<file path="src/gauge_cmd_map.svh">
// register offsets, field positions, reset values and timing counts
// Contract
// - state code 8 on any charger fault while not discharging
// - state code C on short or overload without hot or fail states
// - state code a on either discharge overcurrent tier
// - state code b on charge overtemperature
// - state code f when the pack is not present
// - state code d while asleep; any bus traffic wakes it
// - control commands act on write alone and return no data
// - control commands act only while unsealed
// - 0x0010 checks shutdown conditions then shuts down
// - 0x0011 enters sleep
// - 0x0021 starts gauging, sets enable flag, voltage-ok and update bits
// - update flags byte holds only bit 2, default 0x00
// - 0x2673 then 0x1712 clears failure, releases outputs, unlocks flash
// - any other transaction after the first word abandons the clear
// - first word ignored until 4 seconds after a failed attempt
// - 0x0030 drives protection low output low, high output high
// - 0x0031 releases protection unless held; failure mode unchanged
// - 0x0032 lights all configured LEDs until told otherwise
// - 0x0033 turns all configured LEDs off
// - 0x0034 shows charge level, blanked by normal display timeout
// - 0x0040 enters calibration mode
// - full reset command resets all, stretching the bus meanwhile
// - 0x0020 seals and sets the seal bit
`ifndef GAUGE_CMD_MAP_SVH
`define GAUGE_CMD_MAP_SVH

// ----------------------------------------------------------------
// register byte offsets
// ----------------------------------------------------------------
`define OFF_CMD 8'h00
`define OFF_STATUS 8'h04
`define OFF_UPDATE 8'h08

// ----------------------------------------------------------------
// command words
// ----------------------------------------------------------------
`define CMD_SHUTDOWN 16'h0010
`define CMD_SLEEP 16'h0011
`define CMD_SEAL 16'h0020
`define CMD_ALGO_EN 16'h0021
`define CMD_PFC_FIRST 16'h2673
`define CMD_PFC_SECOND 16'h1712
`define CMD_PROT_ON 16'h0030
`define CMD_PROT_OFF 16'h0031
`define CMD_LEDS_ON 16'h0032
`define CMD_LEDS_OFF 16'h0033
`define CMD_SOC_SHOW 16'h0034
`define CMD_CALIB 16'h0040
`define CMD_FULL_RESET 16'h0041

// ----------------------------------------------------------------
// fields and reset values
// ----------------------------------------------------------------
`define UPD_ALGO_BIT 2
`define UPD_VALID_MASK 8'h04
`define UPD_RESET 8'h00
`define SEALED_RESET 1'b1
`define RESP_OKAY 2'h0
`define RESP_SLVERR 2'h2

// ----------------------------------------------------------------
// pack state codes
// ----------------------------------------------------------------
`define CODE_NORMAL 4'h0
`define CODE_CHG_TERM 4'h8
`define CODE_PERM_FAIL 4'h9
`define CODE_DSG_FAIL 4'hA
`define CODE_HOT_CHG 4'hB
`define CODE_BATT_FAIL 4'hC
`define CODE_SLEEP 4'hD
`define CODE_REMOVED 4'hF

// ----------------------------------------------------------------
// timing
// ----------------------------------------------------------------
`define CLK_HZ 20000000
`define PFC_HOLDOFF_S 4
`define PFC_HOLDOFF_CYC (`PFC_HOLDOFF_S * `CLK_HZ)
`define FULL_RESET_US 3000
`define FULL_RESET_CYC ((`CLK_HZ / 1000000) * `FULL_RESET_US)

`endif

</file>
<file path="src/gauge_cmd_pkg.sv">
// types shared by the command decoder and the state encoder
package gauge_cmd_pkg;

    typedef struct packed {
        logic overchargeCurrentFlag;
        logic overchargeVoltageFlag;
        logic prechargeTimeoutFlag;
        logic fastchargeTimeoutFlag;
        logic overchargeFlag;
        logic excessLowvoltChargeFlag;
    } chg_flags_t;

    typedef struct packed {
        logic shortInChargeFlag;
        logic dischargeOverloadFlag;
        logic shortInDischargeFlag;
        logic chargeOvercurrentFlag;
        logic chargeOvercurrentTier2Flag;
        logic dischargeOvercurrentFlag;
        logic dischargeOvercurrentTier2Flag;
        logic chargeOvertempFlag;
        logic dischargeOvertempFlag;
    } safety_flags_t;

    typedef struct packed {
        chg_flags_t chg;
        safety_flags_t safety;
        logic dischargingFlag;
        logic packPresentBit;
    } gauge_flags_t;

    typedef enum logic [2:0] {
        PWR_NORMAL = 3'b001,
        PWR_SLEEP = 3'b010,
        PWR_SHUTDOWN = 3'b100
    } power_mode_t;

    typedef enum logic [2:0] {
        LED_OFF = 3'b001,
        LED_ALL_ON = 3'b010,
        LED_SOC = 3'b100
    } led_mode_t;

    typedef struct packed {
        logic sealedBit;
        logic voltageOkBit;
        logic capacityUpdateActiveBit;
        logic permanentFailureFlag;
        logic permFailStatus;
        logic flashUnlocked;
    } op_status_t;

    typedef struct packed {
        logic [7:0] awaddr;
        logic awvalid;
        logic [31:0] wdata;
        logic [3:0] wstrb;
        logic wvalid;
        logic bready;
        logic [7:0] araddr;
        logic arvalid;
        logic rready;
    } axil_req_t;

    typedef struct packed {
        logic awready;
        logic wready;
        logic [1:0] bresp;
        logic bvalid;
        logic arready;
        logic [31:0] rdata;
        logic [1:0] rresp;
        logic rvalid;
    } axil_rsp_t;

    typedef struct packed {
        logic [3:0] code;
    } enc_state_t;

endpackage

</file>
<file path="src/gauge_state_encoder.sv">
// pack state code chosen from safety, charging and operation flags
`timescale 1ns/1ps
`include "gauge_cmd_map.svh"
module gauge_state_encoder (
    // clock and reset
    input wire logic clk,
    input wire logic rst,
    // status sources
    input wire gauge_cmd_pkg::gauge_flags_t flags,
    input wire logic sleeping,
    input wire logic permFail,
    // code out
    output logic [3:0] stateCode
);
    import gauge_cmd_pkg::*;

    enc_state_t s;
    enc_state_t n;
    logic chgFault;
    logic battFail;

    // ----------------------------------------------------------------
    // priority encode
    // ----------------------------------------------------------------
    always_comb
    begin
        n = s;
        chgFault = |flags.chg;
        battFail = flags.safety.shortInChargeFlag
            || flags.safety.dischargeOverloadFlag
            || flags.safety.shortInDischargeFlag;
        if (!flags.packPresentBit)
            n.code = `CODE_REMOVED;
        else if (permFail)
            n.code = `CODE_PERM_FAIL;
        else if (sleeping)
            n.code = `CODE_SLEEP;
        else if (flags.safety.chargeOvertempFlag)
            n.code = `CODE_HOT_CHG;
        else if (flags.safety.dischargeOvercurrentFlag
            || flags.safety.dischargeOvercurrentTier2Flag)
            n.code = `CODE_DSG_FAIL;
        else if (battFail && !flags.safety.dischargeOvertempFlag
            && !flags.safety.chargeOvercurrentFlag
            && !flags.safety.chargeOvercurrentTier2Flag)
            n.code = `CODE_BATT_FAIL;
        else if (chgFault && !flags.dischargingFlag)
            n.code = `CODE_CHG_TERM;
        else
            n.code = `CODE_NORMAL;
    end

    always_ff @(posedge clk)
    begin
        if (rst)
            s <= '{code: `CODE_NORMAL};
        else
            s <= n;
    end

    assign stateCode = s.code;

    // ----------------------------------------------------------------
    // checks
    // ----------------------------------------------------------------
    code_removed_a: assert property (@(posedge clk) disable iff (rst)
        !flags.packPresentBit |=> stateCode == `CODE_REMOVED)
        else $error("removed pack not coded f");
    code_charger_a: assert property (@(posedge clk) disable iff (rst)
        flags.packPresentBit && !permFail && !sleeping && !(|flags.safety)
        && (|flags.chg) && !flags.dischargingFlag
        |=> stateCode == `CODE_CHG_TERM)
        else $error("charger fault not coded 8");
endmodule

</file>
<file path="src/gauge_system_command_decoder.sv">
// system-control command decoder with AXI4-Lite register access
`timescale 1ns/1ps
`include "gauge_cmd_map.svh"
module gauge_system_command_decoder #(
    parameter int unsigned HOLDOFF_CYC = `PFC_HOLDOFF_CYC,
    parameter int unsigned RESET_CYC = `FULL_RESET_CYC
) (
    // clock and reset
    input wire logic clk,
    input wire logic rst,
    // register bus
    input wire gauge_cmd_pkg::axil_req_t busReq,
    output gauge_cmd_pkg::axil_rsp_t busRsp,
    // gauge status sources
    input wire gauge_cmd_pkg::gauge_flags_t flags,
    input wire logic shutdownAllowed,
    input wire logic protectHold,
    input wire logic permFailSet,
    input wire logic unsealPulse,
    input wire logic displayDone,
    input wire logic busActivity,
    // protection pair
    output logic protectDriveN,
    output logic protectDrive,
    // power, display and mode
    output gauge_cmd_pkg::power_mode_t powerMode,
    output gauge_cmd_pkg::led_mode_t ledMode,
    output logic calibrationMode,
    output logic busClockHold,
    output logic algoStartPulse,
    output logic coreResetPulse,
    // status
    output gauge_cmd_pkg::op_status_t opStatus,
    output logic [7:0] updateFlags,
    output logic [3:0] stateCode
);
    import gauge_cmd_pkg::*;

    typedef struct packed {
        logic awHeld;
        logic [7:0] awAddr;
        logic wHeld;
        logic [31:0] wData;
        logic [3:0] wStrb;
        logic bValid;
        logic [1:0] bResp;
        logic rValid;
        logic [31:0] rData;
        logic [1:0] rResp;
        power_mode_t power;
        led_mode_t led;
        op_status_t op;
        logic [7:0] updFlags;
        logic calMode;
        logic protActive;
        logic armed;
        logic [31:0] holdoff;
        logic stretching;
        logic [31:0] resetCnt;
        logic algoPulse;
        logic resetPulse;
    } dec_state_t;

    localparam dec_state_t ST_RESET = '{
        awHeld: 1'b0, awAddr: 8'h00, wHeld: 1'b0, wData: 32'h0000_0000,
        wStrb: 4'h0, bValid: 1'b0, bResp: `RESP_OKAY, rValid: 1'b0,
        rData: 32'h0000_0000, rResp: `RESP_OKAY, power: PWR_NORMAL,
        led: LED_OFF,
        op: '{sealedBit: `SEALED_RESET, default: 1'b0},
        updFlags: `UPD_RESET, calMode: 1'b0, protActive: 1'b0,
        armed: 1'b0, holdoff: 32'h0000_0000, stretching: 1'b0,
        resetCnt: 32'h0000_0000, algoPulse: 1'b0, resetPulse: 1'b0
    };

    dec_state_t s;
    dec_state_t n;
    logic awReady;
    logic wReady;
    logic arReady;
    logic arFire;
    logic doWrite;
    logic cmdFire;
    logic cmdAct;
    logic [15:0] cmdWord;
    logic anyTxn;

    // ----------------------------------------------------------------
    // parameter checks
    // ----------------------------------------------------------------
    // the stall check below watches four cycles of stretch
    if (HOLDOFF_CYC < 1 || RESET_CYC < 4)
    begin : g_bad_params
        $error("holdoff must be at least 1 and reset at least 4 cycles");
    end

    // ----------------------------------------------------------------
    // bus handshakes
    // ----------------------------------------------------------------
    // the bus stalls while a full reset runs, which stands in for the
    // clock stretch on the serial link
    assign awReady = !s.awHeld && !s.stretching;
    assign wReady = !s.wHeld && !s.stretching;
    assign arReady = !s.rValid && !s.stretching;
    assign arFire = busReq.arvalid && arReady;
    assign doWrite = s.awHeld && s.wHeld && !s.bValid && !s.stretching;
    assign cmdFire = doWrite && s.awAddr == `OFF_CMD
        && s.wStrb[1:0] == 2'b11;
    assign cmdWord = s.wData[15:0];
    assign cmdAct = cmdFire && !s.op.sealedBit;
    assign anyTxn = doWrite || arFire;

    // ----------------------------------------------------------------
    // next state
    // ----------------------------------------------------------------
    always_comb
    begin
        n = s;
        n.algoPulse = 1'b0;
        n.resetPulse = 1'b0;
        if (busReq.awvalid && awReady)
        begin
            n.awHeld = 1'b1;
            n.awAddr = busReq.awaddr;
        end
        if (busReq.wvalid && wReady)
        begin
            n.wHeld = 1'b1;
            n.wData = busReq.wdata;
            n.wStrb = busReq.wstrb;
        end
        if (s.bValid && busReq.bready)
            n.bValid = 1'b0;
        if (s.rValid && busReq.rready)
            n.rValid = 1'b0;
        if (s.holdoff != 32'h0000_0000)
            n.holdoff = s.holdoff - 32'h0000_0001;
        if (displayDone && s.led == LED_SOC)
            n.led = LED_OFF;
        if (unsealPulse)
            n.op.sealedBit = 1'b0;
        if (s.power == PWR_SLEEP && (anyTxn || busActivity))
            n.power = PWR_NORMAL;
        if (arFire)
        begin
            n.rValid = 1'b1;
            n.rResp = `RESP_OKAY;
            case (busReq.araddr)
                `OFF_CMD: n.rData = 32'h0000_0000;
                `OFF_STATUS: n.rData = {10'h000, s.armed,
                    s.holdoff != 32'h0000_0000, s.calMode, s.protActive,
                    s.power, s.led, 2'b00, s.op, stateCode};
                `OFF_UPDATE: n.rData = {24'h00_0000, s.updFlags};
                default:
                begin
                    n.rData = 32'h0000_0000;
                    n.rResp = `RESP_SLVERR;
                end
            endcase
        end
        if (doWrite)
        begin
            n.awHeld = 1'b0;
            n.wHeld = 1'b0;
            n.bValid = 1'b1;
            n.bResp = `RESP_OKAY;
            case (s.awAddr)
                `OFF_CMD, `OFF_STATUS: n.bResp = `RESP_OKAY;
                `OFF_UPDATE:
                begin
                    if (s.wStrb[0] && !s.op.sealedBit)
                        n.updFlags = s.wData[7:0] & `UPD_VALID_MASK;
                end
                default: n.bResp = `RESP_SLVERR;
            endcase
        end
        if (s.armed && anyTxn
            && !(cmdAct && cmdWord == `CMD_PFC_SECOND))
        begin
            n.armed = 1'b0;
            n.holdoff = HOLDOFF_CYC;
        end
        if (cmdAct)
        begin
            case (cmdWord)
                `CMD_SHUTDOWN:
                    if (shutdownAllowed)
                        n.power = PWR_SHUTDOWN;
                `CMD_SLEEP: n.power = PWR_SLEEP;
                `CMD_SEAL: n.op.sealedBit = 1'b1;
                `CMD_ALGO_EN:
                begin
                    n.algoPulse = 1'b1;
                    n.updFlags[`UPD_ALGO_BIT] = 1'b1;
                    n.op.voltageOkBit = 1'b1;
                    n.op.capacityUpdateActiveBit = 1'b1;
                end
                `CMD_PFC_FIRST:
                    if (s.holdoff == 32'h0000_0000 && !s.armed)
                        n.armed = 1'b1;
                `CMD_PFC_SECOND:
                    if (s.armed)
                    begin
                        n.armed = 1'b0;
                        n.op.permanentFailureFlag = 1'b0;
                        n.op.permFailStatus = 1'b0;
                        n.op.flashUnlocked = 1'b1;
                        n.protActive = 1'b0;
                    end
                `CMD_PROT_ON: n.protActive = 1'b1;
                `CMD_PROT_OFF:
                    if (!protectHold)
                        n.protActive = 1'b0;
                `CMD_LEDS_ON: n.led = LED_ALL_ON;
                `CMD_LEDS_OFF: n.led = LED_OFF;
                `CMD_SOC_SHOW: n.led = LED_SOC;
                `CMD_CALIB: n.calMode = 1'b1;
                `CMD_FULL_RESET:
                begin
                    n.bValid = 1'b0;
                    n.stretching = 1'b1;
                    n.resetCnt = RESET_CYC - 1;
                end
                default: n.calMode = s.calMode;
            endcase
        end
        // a failure raised in the same cycle as a clear must survive
        if (permFailSet)
        begin
            n.op.permanentFailureFlag = 1'b1;
            n.op.permFailStatus = 1'b1;
            n.protActive = 1'b1;
        end
        if (protectHold)
            n.protActive = 1'b1;
        if (s.stretching)
        begin
            if (s.resetCnt == 32'h0000_0000)
            begin
                n = ST_RESET;
                // an answer taken in this very cycle must not repeat
                n.rValid = s.rValid && !busReq.rready;
                n.rData = s.rData;
                n.rResp = s.rResp;
                n.bValid = 1'b1;
                n.resetPulse = 1'b1;
                // failure and hold still win over the reset values
                n.protActive = protectHold || permFailSet;
                n.op.permanentFailureFlag = permFailSet;
                n.op.permFailStatus = permFailSet;
            end
            else
                n.resetCnt = s.resetCnt - 32'h0000_0001;
        end
    end

    always_ff @(posedge clk)
    begin
        if (rst)
            s <= ST_RESET;
        else
            s <= n;
    end

    // ----------------------------------------------------------------
    // state code
    // ----------------------------------------------------------------
    gauge_state_encoder u_encoder (
        .clk(clk),
        .rst(rst),
        .flags(flags),
        .sleeping(s.power == PWR_SLEEP),
        .permFail(s.op.permanentFailureFlag),
        .stateCode(stateCode)
    );

    // ----------------------------------------------------------------
    // outputs
    // ----------------------------------------------------------------
    assign busRsp.awready = awReady;
    assign busRsp.wready = wReady;
    assign busRsp.bvalid = s.bValid;
    assign busRsp.bresp = s.bResp;
    assign busRsp.arready = arReady;
    assign busRsp.rvalid = s.rValid;
    assign busRsp.rdata = s.rData;
    assign busRsp.rresp = s.rResp;
    assign protectDriveN = !s.protActive;
    assign protectDrive = s.protActive;
    assign powerMode = s.power;
    assign ledMode = s.led;
    assign calibrationMode = s.calMode;
    assign busClockHold = s.stretching;
    assign algoStartPulse = s.algoPulse;
    assign coreResetPulse = s.resetPulse;
    assign opStatus = s.op;
    assign updateFlags = s.updFlags;

    // ----------------------------------------------------------------
    // checks
    // ----------------------------------------------------------------
    sealed_no_effect_a: assert property (@(posedge clk)
        disable iff (rst)
        cmdFire && s.op.sealedBit && !displayDone
        |=> ledMode == $past(ledMode) && calibrationMode == $past(s.calMode))
        else $error("sealed command changed state");
    sleep_entry_a: assert property (@(posedge clk) disable iff (rst)
        cmdAct && cmdWord == `CMD_SLEEP |=> powerMode == PWR_SLEEP)
        else $error("sleep command ignored");
    sleep_wake_a: assert property (@(posedge clk) disable iff (rst)
        s.power == PWR_SLEEP && arFire
        && !(cmdAct && (cmdWord == `CMD_SLEEP || cmdWord == `CMD_SHUTDOWN))
        |=> powerMode == PWR_NORMAL)
        else $error("traffic did not wake from sleep");
    prot_on_a: assert property (@(posedge clk) disable iff (rst)
        cmdAct && cmdWord == `CMD_PROT_ON
        |=> !protectDriveN && protectDrive)
        else $error("protection pair not asserted");
    prot_held_a: assert property (@(posedge clk) disable iff (rst)
        protectHold |=> protectDrive && !protectDriveN)
        else $error("held protection released");
    clear_abort_a: assert property (@(posedge clk) disable iff (rst)
        s.armed && arFire |=> !s.armed && s.holdoff == HOLDOFF_CYC)
        else $error("clear not abandoned on other traffic");
    clear_holdoff_a: assert property (@(posedge clk) disable iff (rst)
        s.holdoff != 32'h0000_0000 |=> !$rose(s.armed))
        else $error("first code taken during holdoff");
    clear_done_a: assert property (@(posedge clk) disable iff (rst)
        s.armed && cmdAct && cmdWord == `CMD_PFC_SECOND && !permFailSet
        && !protectHold
        |=> !opStatus.permanentFailureFlag && opStatus.flashUnlocked
        && protectDriveN)
        else $error("two-word clear incomplete");
    upd_bits_a: assert property (@(posedge clk) disable iff (rst)
        (updateFlags & ~`UPD_VALID_MASK) == 8'h00)
        else $error("reserved update flag bit set");
    reset_stall_a: assert property (@(posedge clk) disable iff (rst)
        cmdAct && cmdWord == `CMD_FULL_RESET
        |=> busClockHold && !busRsp.bvalid ##1 busClockHold[*3])
        else $error("full reset did not stall the bus");
    algo_start_a: assert property (@(posedge clk) disable iff (rst)
        cmdAct && cmdWord == `CMD_ALGO_EN
        |=> algoStartPulse && updateFlags[`UPD_ALGO_BIT]
        && opStatus.voltageOkBit && opStatus.capacityUpdateActiveBit)
        else $error("gauging start incomplete");
    clear_seen_c: cover property (@(posedge clk) disable iff (rst)
        s.armed && cmdAct && cmdWord == `CMD_PFC_SECOND);
    sleep_wake_c: cover property (@(posedge clk) disable iff (rst)
        s.power == PWR_SLEEP ##[1:20] s.power == PWR_NORMAL);
    reset_done_c: cover property (@(posedge clk) disable iff (rst)
        coreResetPulse);
endmodule

</file>
<file path="config.mk">
export PLATFORM = sky130hd
export DESIGN_NAME = gauge_system_command_decoder
export DESIGN_NICKNAME = d
export VERILOG_FILES = /design/src/gauge_cmd_pkg.sv /design/src/gauge_state_encoder.sv /design/src/gauge_system_command_decoder.sv
export VERILOG_INCLUDE_DIRS = /design/src
export SDC_FILE = /design/constraint.sdc
export NUM_CORES = 1
export LEC_CHECK = 0
export ABC_AREA = 1
export BUFFER_PORTS_ARGS = -buffer_cell sky130_fd_sc_hd__clkbuf_2
export CAP_MARGIN = 20
export CELL_PAD_IN_SITES_DETAIL_PLACEMENT = 1
export CELL_PAD_IN_SITES_GLOBAL_PLACEMENT = 1
export CORE_MARGIN = 2
export CORE_UTILIZATION = 40
export CTS_CLUSTER_DIAMETER = 150
export DETAILED_ROUTE_END_ITERATION = 7
export HOLD_SLACK_MARGIN = 0.03
export PLACE_DENSITY = 0.87
export SLEW_MARGIN = 20
export SYNTH_ARGS = -nofsm -noshare
export SYNTH_HDL_FRONTEND = slang
export SYNTH_SLANG_ARGS = --single-unit
</file>
<file path="constraint.sdc">
create_clock -name clk -period 2 [get_ports clk]
set_input_delay 0.2 -clock clk [delete_from_list [all_inputs] [get_ports clk]]
set_output_delay 0.2 -clock clk [all_outputs]
set_load 0.005 [all_outputs]
</file>
## Yosys cells after proc, flatten, opt, wreduce, memory -nomap -nowiden

Index checks and enable logic that the tools add are counted.

| operators by class | value |
|---|---|
| add/subtract/negate cells | 2 |
| equality and inequality tests | 21 |
| multiplexer cells | 55 |
| bitwise logic cells | 1 |
| reduce and logical (&&, ||, !) cells | 58 |

Operator list:

| operator | number |
|---|---|
| $mux 174 | 1 |
| $mux 140 | 1 |
| $eq 16x6->1 const B | 7 |
| $mux 33 | 2 |
| $logic_not 32->1 | 2 |
| $mux 32 | 2 |
| $sub 32x1->32 const B | 2 |
| $pmux 22 s2 | 1 |
| $mux 37 | 1 |
| $mux 35 | 1 |
| $mux 34 | 1 |
| $eq 16x5->1 const B | 2 |
| $eq 16x7->1 const B | 2 |
| $reduce_bool 32->1 | 1 |
| $mux 4 | 7 |
| $logic_and 1x1->1 | 26 |
| $mux 8 | 3 |
| $mux 3 | 7 |
| $eq 16x13->1 const B | 1 |
| $eq 16x14->1 const B | 1 |
| $eq 8x3->1 const B | 2 |
| $eq 8x4->1 const B | 2 |
| $logic_not 8->1 | 2 |
| $mux 1 | 16 |
| 19 further kinds | 44 |

| storage, ports and cells | value |
|---|---|
| register bits | 178 |
| bits of input ports | 82 |
| output and inout bits | 71 |
| word-level logic and storage cells | 165 |

## Depth between registers and ports, before layout

Gate-level depths: netlist of the first run.

| depth | value |
|---|---|
| depth in word-level cells | 17 |
| mapped depth | 13 |
| gate-level depth less buffers | 12 |

## By module

Synthesis of the first run repeated with hierarchy kept, for this count alone.

| unflattened totals | value |
|---|---|
| cells, all modules | 1244 |
| area, all modules | 8358.0 um^2 |

Modules (own cells, without submodules):

| module | times used | cells an instance | area an instance (um^2) | sequential area each (um^2) |
|---|---|---|---|---|
| gauge_system_command_decoder | 1 | 1209 | 8137.8 | 3123.0 |
| gauge_state_encoder | 1 | 35 | 220.2 | 80.1 |

## Worst setup path after synthesis of the first run

OpenSTA, ideal clock, no wires.

| path | value |
|---|---|
| path kind | register -> register |
| start | register s[2] in the netlist's numbering |
| end | register s (netlist bit busClockHold) |
| setup time | 0.133 ns |
| data arrival time | 1.528 ns |
| required time | 1.867 ns |
| slack | 0.339 ns |
| stages on the path, launching flop included | 12 |
| buffers on the path | 2 |
| clock period less this slack | 1.661 ns |
| cell sequence | dfxtp_1 > inv_1 > ha_1 > inv_2 > nor2_1 > nand4_1 > nor2_4 > nand3_4 > nand2_2 > buf_6 > buf_6 > a21oi_1 |

| between the ends | value |
|---|---|
| word-level cells in the longest chain between the ends | 3 |

Ends and longest elaborated chain:

| what | RTL line | RTL |
|---|---|---|
| start, declared | gauge_system_command_decoder.sv:75 | `dec_state_t s;` |
| start signal, assigned | gauge_system_command_decoder.sv:261 | `s <= n;` |
| $logic_not 32->1 | gauge_system_command_decoder.sv:237 | `if (s.resetCnt == 32'h0000_0000)` |
| $mux 140 | gauge_system_command_decoder.sv:237 |  |
| $mux 174 | gauge_system_command_decoder.sv:235 | `if (s.stretching)` |

Every way passes these cells. The select of a mux whose other input is x is not followed.
A chain may end at the register's enable or synchronous reset.

## Worst setup path after layout of the first run

| path | value |
|---|---|
| start | register s[2] in the netlist's numbering |
| end | register s[164] in the netlist's numbering |

Same word-level chain as after synthesis.

==> results of run 1 <==
==> worst paths after layout <==
kind              start          to  slack, ns  depth (start not counted)
max                s[2]      s[164]       0.11                         11
min          busReq[21]  cmdWord[5]       0.04                          3
max reg2reg        s[2]      s[164]       0.11                         11
min reg2reg  busRsp[13]  busRsp[13]       0.44                          2
==> metrics by stage <==
stage / utilization / setup TNS [ns] / std cells / cell area (µm²) / setup slack (ns)
after floorplan: - / 0 / 1260 / 8410 / 0.339
after global placement: 0.434 / 0 / 1602 / 9030 / 0.0614
after detailed placement: 0.434 / 0 / 1602 / 9030 / 0.0260
after CTS: 0.473 / 0 / 1652 / 9840 / 0.0102
after global routing: 0.475 / -0.247 / 1654 / 9880 / -0.0423
final: 0.475 / 0 / 1654 / 9880 / 0.110
==> power by group <==
group | internal (mW) | switching, mW | leakage (nW)
Clock | 2.08 | 1.41 | 0.296
Combinational | 0.187 | 0.305 | 2.97
Sequential | 3.24 | 0.0471 | 1.30
Total | 5.51 | 1.76 | 4.56
==> routing by layer <==
metal | up-vias | track usage | part of all wire
met5 | - | 0 | 0.00040
met3 | 47 | 0.0422 | 0.045
met2 | 212 | 0.445 | 0.51
met1 | 4181 | 0.294 | 0.42
li1 | 4156 | - | -
met4 | 2 | 0.0876 | 0.024
==> logic make-up after synthesis <==
kind of cell	synth area share
xor+xnor	0.0281
flops	0.381
buf+inv	0.128
simple gates	0.370
fa+ha+maj	0.00447
compound gates	0.0889
==> final cells by class <==
class                           instances  area (µm²)  area share
Timing Repair Buffer                  187        1170       0.118
Sequential cell                       160        3200       0.324
Multi-Input combinational cell        896        4150       0.420
Clock buffer                           21         470      0.0476
Clock inverter                         11         153      0.0154
Tap cell                              275         344      0.0348
Inverter                              104         392      0.0396
==> Yosys cell counts, drive strengths merged (2+ instances only) <==
cell type | instances | area share
nor2 | 240 | 0.12
inv | 103 | 0.046
nand3b | 3 | 0.0027
a21oi | 96 | 0.057
o21ai | 29 | 0.017
nand2 | 327 | 0.15
nand4 | 18 | 0.014
nand3 | 113 | 0.072
a31oi | 10 | 0.0074
ha | 3 | 0.0045
xnor2 | 12 | 0.013
xor2 | 15 | 0.016
dfxtp | 160 | 0.38
clkbuf | 17 | 0.0076
buf | 83 | 0.074
o22ai | 2 | 0.0015
nor3 | 15 | 0.011
and2 | 5 | 0.0037
==> what timing repair did <==
item,CTS,global route
endpoints found under the setup margin,3,92
endpoints found under the hold margin,19,1
pin swaps,0,1
hold buffers,18,1
resized for setup,1,8
gates cloned,0,1
==> critical path, stage by stage, from the launching register on <==
cell	delay (ns)
dfxtp_1	0.33
inv_1	0.09
ha_2	0.23
inv_2	0.06
nor2_2	0.12
nand4_1	0.14
nor2_4	0.18
nand3_4	0.13
nand2_2	0.17
inv_1	0.16
nand2_1	0.13
nor2_1	0.05
==> registers in the layout, summed over array words and instances (netlist names) <==
register             cells
coreResetPulse           1
opStatus                 6
updateFlags              8
algoStartPulse           1
protectDrive             1
calibrationMode          1
u_encoder.stateCode      4
busRsp                  38
powerMode                3
ledMode                  3
cmdWord                 16
busClockHold             1
s                       77
==> impl_metrics.json, run 1 <==
{
  "insertion_delay_ns": 0.43,
  "nFillCells": 2798,
  "synthesis.area_um2": 8410,
  "grtUsageTotal": 0.246,
  "numCtsBuffers": 17,
  "antenna_found_initial": 1,
  "nets": 1451,
  "min_period_ns": 1.89,
  "cts_max_path_buffers": 2,
  "p_per_area_nw_per_um2": 736,
  "cts_tree": "done",
  "first_pass_iters": 5,
  "cts.sinks": 160,
  "total_leakage_power_nw": 4.56,
  "min_path_type": "input pin to flip-flop",
  "clkTransAtPathRegs_ns": 0.06,
  "synth-seq-area-share": 0.381,
  "port_buffers": 134,
  "total_power_mw": 7.27,
  "via_per_inst": 5.20,
  "crit_fanout": 6,
  "die_h_um": 149,
  "ir_drop_uv": 621,
  "fp.coreArea_um2": 20800,
  "routed-via-count": 8598,
  "mostFrequentLayoutCells": "323 x nand2_1, 213 x nor2_1, 159 x dfxtp_1",
  "finalSetupViolCount": 0,
  "ys_warn_count": 0,
  "io_pins": 153,
  "hpwlAfterDp_mm": 19.3,
  "worst-setup-path-type": "flip-flop to flip-flop",
  "root_buffer": "clkbuf_16",
  "final.setup_skew_ns": 0.00894,
  "rows": 53,
  "drive_gt1_frac": 0.178,
  "start_util": 0.404,
  "antennaDiodeCount": 0,
  "route.detailed.drc": 0,
  "cts_max_level": 4,
  "netlist_instances": 1260,
  "ys.flop_type": "dfxtp_1",
  "synth_edf_count": 0,
  "timing.hold.ws_ns": 0.0404,
  "hold_violations": 0,
  "arrival_ns": 2.21,
  "ys_ff_latch": 160,
  "worst_pin_slew_ns": 0.689,
  "fmax_mhz": 529,
  "start_kind": "flip-flop",
  "wire_per_inst_um": 16.5,
  "async_reset_ff_frac": 0,
  "slew_headroom": 0.541,
  "cap_violations": 0,
  "area_delta_synth_final_pct": 17.6,
  "drtIter0Drc": 473,
  "required_ns": 2.32,
  "period_share": 0.945,
  "rsz0062_at_grt": "yes",
  "grt_first_pass_wirelength_mm": 43.8,
  "synth_fp_nets": 1345,
  "slew_viol_final": 0,
  "dieArea_um2": 22200,
  "layout_commonest_cell": "nand2_1",
  "run_status": "completed",
  "yosys.cell_types.count": 39,
  "routed_wl_mm": 27.2,
  "grt-ovfl-total": 0,
  "postCtsSetupRepairBufs": 0,
  "gp_congestion": 0.913,
  "grt_pass1_vias": 8804,
  "postRouteAntennaNets": 0,
  "endpoint_kind": "flip-flop",
  "die_w_um": 149,
  "syn_avg_cell_area_um2": 6.67,
  "grt_max_degree": 58
}
No activity file was read; power rests on OpenSTA's default activity.
==> run 2: changes to the inputs <==
- CORE_UTILIZATION: 40 -> 30
- PLACE_DENSITY: 0.87 -> 0.7
==> run 2 against run 1 <==
  * Cell count is 6.7% higher
  * Clock skew rose by 0.0054 ns
  * Count of clock-buffer cells in the layout fell by 4
  * Sequential share of layout area down 0.69 points
  * Largest power group unchanged
  * Highest routed layer is now met4
==> impl_metrics.json, run 2 (synthesized netlist as in run 1, its figures left out) <==
{
  "p_per_area_nw_per_um2": 719,
  "crit_fanout": 6,
  "slowest_delay_ns": 0.32,
  "grt_first_pass_wirelength_mm": 43.2,
  "worst-setup-path-type": "flip-flop to flip-flop",
  "nets": 1458,
  "nFillCells": 3582,
  "largest_reg_flops": 77,
  "slew_viol_final": 0,
  "layout_commonest_cell": "nand2_1",
  "wire_per_inst_um": 15.0,
  "met2_usage": 0.310,
  "port_buffers": 134,
  "cpMaxStageDelayCell": "dfxtp_1",
  "postRouteAntennaNets": 0,
  "regMostFlops": "s",
  "fp.coreArea_um2": 27700,
  "postCtsSetupRepairBufs": 0,
  "rows": 61,
  "gp_congestion": 0.890,
  "mostFrequentLayoutCells": "323 x nand2_1, 213 x nor2_1, 160 x dfxtp_1",
  "arrival_ns": 2.23,
  "cts.sinks": 160,
  "cp_top_family": "simple AND/OR/NAND/NOR gates",
  "grtUsageTotal": 0.185,
  "seq_area_um2": 3200,
  "min_path_type": "input pin to flip-flop",
  "grt_max_degree": 40,
  "numCtsBuffers": 17,
  "antennaDiodeCount": 0,
  "routed_wl_mm": 26.5,
  "hpwlAfterDp_mm": 20.2,
  "min_period_ns": 1.91,
  "start_kind": "flip-flop",
  "worst_pin_slew_ns": 0.644,
  "routed-via-count": 8388,
  "final.setup_skew_ns": 0.0143,
  "timing.hold.ws_ns": 0.0415,
  "required_ns": 2.32,
  "total_leakage_power_nw": 4.60,
  "ir_drop_uv": 400,
  "finalSetupViolCount": 0,
  "drive_gt1_frac": 0.178,
  "path_cells": "inv_1 > ha_2 > inv_2 > nor2_2 > nand4_1 > nor2_4 > nand3_4 > nand2_2 > inv_1 > nand2_2 > nor2_1",
  "via_per_inst": 4.76,
  "first_pass_iters": 4,
  "timing.critical_path.buf_inv": 3,
  "route.detailed.drc": 0,
  "fmax_mhz": 524,
  "total_power_mw": 7.26,
  "cts_max_level": 4,
  "die_h_um": 171,
  "fin_util": 0.364,
  "root_buffer": "clkbuf_16",
  "cts_tree": "done",
  "use_met1": 0.246,
  "dieArea_um2": 29400,
  "cap_violations": 0,
  "grt-ovfl-total": 0,
  "grt_pass1_vias": 8368,
  "drtIter0Drc": 367,
  "slew_headroom": 0.568,
  "clkTransAtPathRegs_ns": 0.08,
  "cts_max_path_buffers": 2,
  "top_usage_layer": "met2",
  "rsz0062_at_grt": "yes",
  "insertion_delay_ns": 0.43,
  "start_util": 0.303,
  "antenna_found_initial": 0,
  "multi_input_area_um2": 4160,
  "io_pins": 153,
  "hold_violations": 0,
  "endpoint_kind": "flip-flop",
  "area_delta_synth_final_pct": 20.1,
  "die_w_um": 171,
  "met3_usage": 0.0315,
  "run_status": "completed",
  "period_share": 0.954
}
-- run 2: worst paths after layout --
| path | startpoint | end | slack [ns] | cells after the start |
|---|---|---|---|---|
| worst min-delay path | busReq[18] | cmdWord[2] | 0.04 | 3 |
| worst max-delay path | s[2] | s[173] | 0.09 | 11 |
| worst max register to register | s[2] | s[173] | 0.09 | 11 |
| worst min register to register | busRsp[26] | busRsp[26] | 0.45 | 2 |
-- run 2: area by class of cell --
class,instances,area share
clock buffer,17,0.0421
clock inverter,15,0.0206
inverter,104,0.0388
multi-input combinational,896,0.412
sequential,160,0.317
tap,378,0.0469
timing repair buffer,194,0.123
-- run 2: what timing repair did --
| item | 4_1_cts | 5_1_grt |
|---|---|---|
| setup endpoints to repair | 0 | 106 |
| hold endpoints to repair | 25 | 0 |
| gates resized for setup | 0 | 13 |
| hold buffers | 24 | 0 |
-- run 2: stage by stage --
step                      cells  setup TNS (ns)  worst slack, ns  area (µm²)
final                      1764               0           0.0918       10100
after global placement     1708               0            0.122        9170
after CTS                  1764               0           0.0126       10000
after floorplan            1260               0            0.339        8410
after detailed placement   1708               0           0.0358        9170
after global routing       1764          -0.431          -0.0670       10100
-- run 2: worst register-to-register path: stages, from the launching register on --
cell	delay [ns]
dfxtp_1	0.32
inv_1	0.08
ha_2	0.23
inv_2	0.05
nor2_2	0.12
nand4_1	0.20
nor2_4	0.20
nand3_4	0.11
nand2_2	0.14
inv_1	0.17
nand2_2	0.13
nor2_1	0.05
-- run 2: per-layer routing --
metal  share of wire  wire length, µm
met5               0                0
met4           0.017              444
met3           0.037              984
met2            0.47            12400
met1            0.48            12600
-- run 2: power breakdown --
part / switching (mW) / internal (mW)
sequential: 0.0473 / 3.24
clock: 1.64 / 1.83
combinational: 0.302 / 0.202
==> run 3: changes to the inputs <==
- clock period: 2 -> 2.5 ns (I/O delays scaled with it)
==> run 3 against run 2 <==
  * Non-clock buffer count down 41
  * Fmax down 15%
  * Sequential power down 20%
  * Largest cell class unchanged
  * Sequential share of layout area up 1.4 points
  * Critical path depth down 1
  * Highest routed layer unchanged
  * Critical endpoint is now s[33]
  * Count of clock-buffer cells in the layout unchanged
==> impl_metrics.json, run 3 (synthesized netlist as in run 1, its figures left out) <==
{
  "whs_endpoint": "cmdWord[5]",
  "route.detailed.drc": 0,
  "rows": 61,
  "fin_util": 0.349,
  "use_met1": 0.242,
  "hold_violations": 0,
  "root_buffer": "clkbuf_16",
  "gp_congestion": 0.846,
  "die_w_um": 171,
  "layout_commonest_cell": "nand2_1",
  "die_h_um": 171,
  "cts.sinks": 160,
  "grtUsageTotal": 0.185,
  "cts_tree": "done",
  "met3_usage": 0.0320,
  "worst_pin_slew_ns": 0.742,
  "worst-setup-path-type": "flip-flop to flip-flop",
  "via_per_inst": 4.74,
  "postCtsSetupRepairBufs": 0,
  "area_delta_synth_final_pct": 15.0,
  "setup_slack_ns": 0.262,
  "antenna_found_initial": 0,
  "post_cts_resize_count": 0,
  "routed_wl_mm": 26.2,
  "hpwlAfterDp_mm": 20.0,
  "setup_tns_ns": 0,
  "cts_max_path_buffers": 2,
  "hold_buffers": 2,
  "grt_pass1_vias": 8299,
  "wire_per_inst_um": 15.2,
  "ir_drop_uv": 274,
  "slew_viol_final": 0,
  "run_status": "completed",
  "cap_violations": 0,
  "final.setup_skew_ns": 0.0195,
  "holdPathStages": 3,
  "grt-ovfl-total": 0,
  "antennaDiodeCount": 0,
  "drive_gt1_frac": 0.165,
  "postRouteAntennaNets": 0,
  "met2_usage": 0.311,
  "mostFrequentLayoutCells": "324 x nand2_1, 216 x nor2_1, 160 x dfxtp_1",
  "finalSetupViolCount": 0,
  "total_power_mw": 5.79,
  "port_buffers": 134,
  "rsz0062_at_grt": "no",
  "start_util": 0.303,
  "dieArea_um2": 29400,
  "drtIter0Drc": 365,
  "total_leakage_power_nw": 4.41,
  "worst-r2r-cell-count": 10,
  "insertion_delay_ns": 0.44,
  "fmax_mhz": 447,
  "cts_max_level": 4,
  "first_pass_iters": 4,
  "grt_first_pass_wirelength_mm": 42.9,
  "routed-via-count": 8168,
  "timing.hold.ws_ns": 0.0528,
  "clkTransAtPathRegs_ns": 0.08,
  "min_path_type": "input pin to flip-flop",
  "timing.rr.start": "s[2]",
  "nFillCells": 3578,
  "largest_reg_flops": 77,
  "numCtsBuffers": 17,
  "required_ns": 2.86,
  "top_usage_layer": "met2",
  "io_pins": 153,
  "slew_headroom": 0.505,
  "fp.coreArea_um2": 27700,
  "worstHoldStart": "busReq[21]",
  "arrival_ns": 2.59,
  "p_per_area_nw_per_um2": 599,
  "period_share": 0.895,
  "r2r_end": "s[33]",
  "endpoint_kind": "flip-flop",
  "grt_max_degree": 58,
  "nets": 1417,
  "post-place-ws_ns": 0.253,
  "crit_fanout": 19,
  "regMostFlops": "s",
  "min_period_ns": 2.24,
  "start_kind": "flip-flop",
  "regToRegSetupSlack_ns": 0.26
}
run 3: cell count changes in the layout (fill, tap and decap cells not counted), moves of 2 or more:
cell           before  now
dlygate4sd3_1      24    2
clkinv_8            5    8
buf_12              4    1
nor2_1            213  216
buf_4              31   16
nor2_4              8    6
inv_8               4    2
run 3: stage by stage:
step	instance area [µm²]	std cells
after floorplan	8410	1260
after global placement	9010	1689
after detailed placement	9010	1689
after CTS	9670	1723
after global routing	9670	1723
final	9670	1723
run 3: worst max-delay path by stage:
stage	endpoint	from	depth (start not counted)	slack (ns)
floorplan	busClockHold	s[2]	11	0.84
global placement	s[4]	s[2]	10	0.33
detailed placement	s[33]	s[2]	10	0.25
CTS	s[33]	s[2]	10	0.26
global route	s[33]	s[2]	10	0.03
finish	s[33]	s[2]	10	0.26
run 3: worst max-delay path, cell delays in order (launching register included):
cell,delay (ns)
dfxtp_1,0.35
inv_1,0.07
ha_1,0.27
nand2_1,0.16
nor2_1,0.06
nand2_1,0.06
nor2_1,0.05
nor2_2,0.50
buf_4,0.38
nand3_1,0.10
a21oi_1,0.15
run 3: where the power goes:
group          leakage [nW]  switching (mW)  internal (mW)  total (mW)
clock network         0.309            1.34           1.46        2.80
logic                  2.80           0.231          0.127       0.358
registers              1.30          0.0377           2.59        2.63
total                  4.41            1.61           4.18        5.79
run 3: layout make-up:
type | count | area, µm² | share of cell area
multi-input cells | 896 | 4130 | 0.427
inverters | 104 | 392 | 0.0405
well taps | 378 | 473 | 0.0489
flip-flops and latches | 160 | 3200 | 0.331
repair buffers | 153 | 831 | 0.0859
clock inverters | 15 | 218 | 0.0225
clock buffers | 17 | 425 | 0.0440
run 3: routing by layer:
metal | share of wire | routed length (µm)
met1 | 0.47 | 12300
met2 | 0.47 | 12300
met3 | 0.045 | 1180
met4 | 0.018 | 477
met5 | 0 | 0
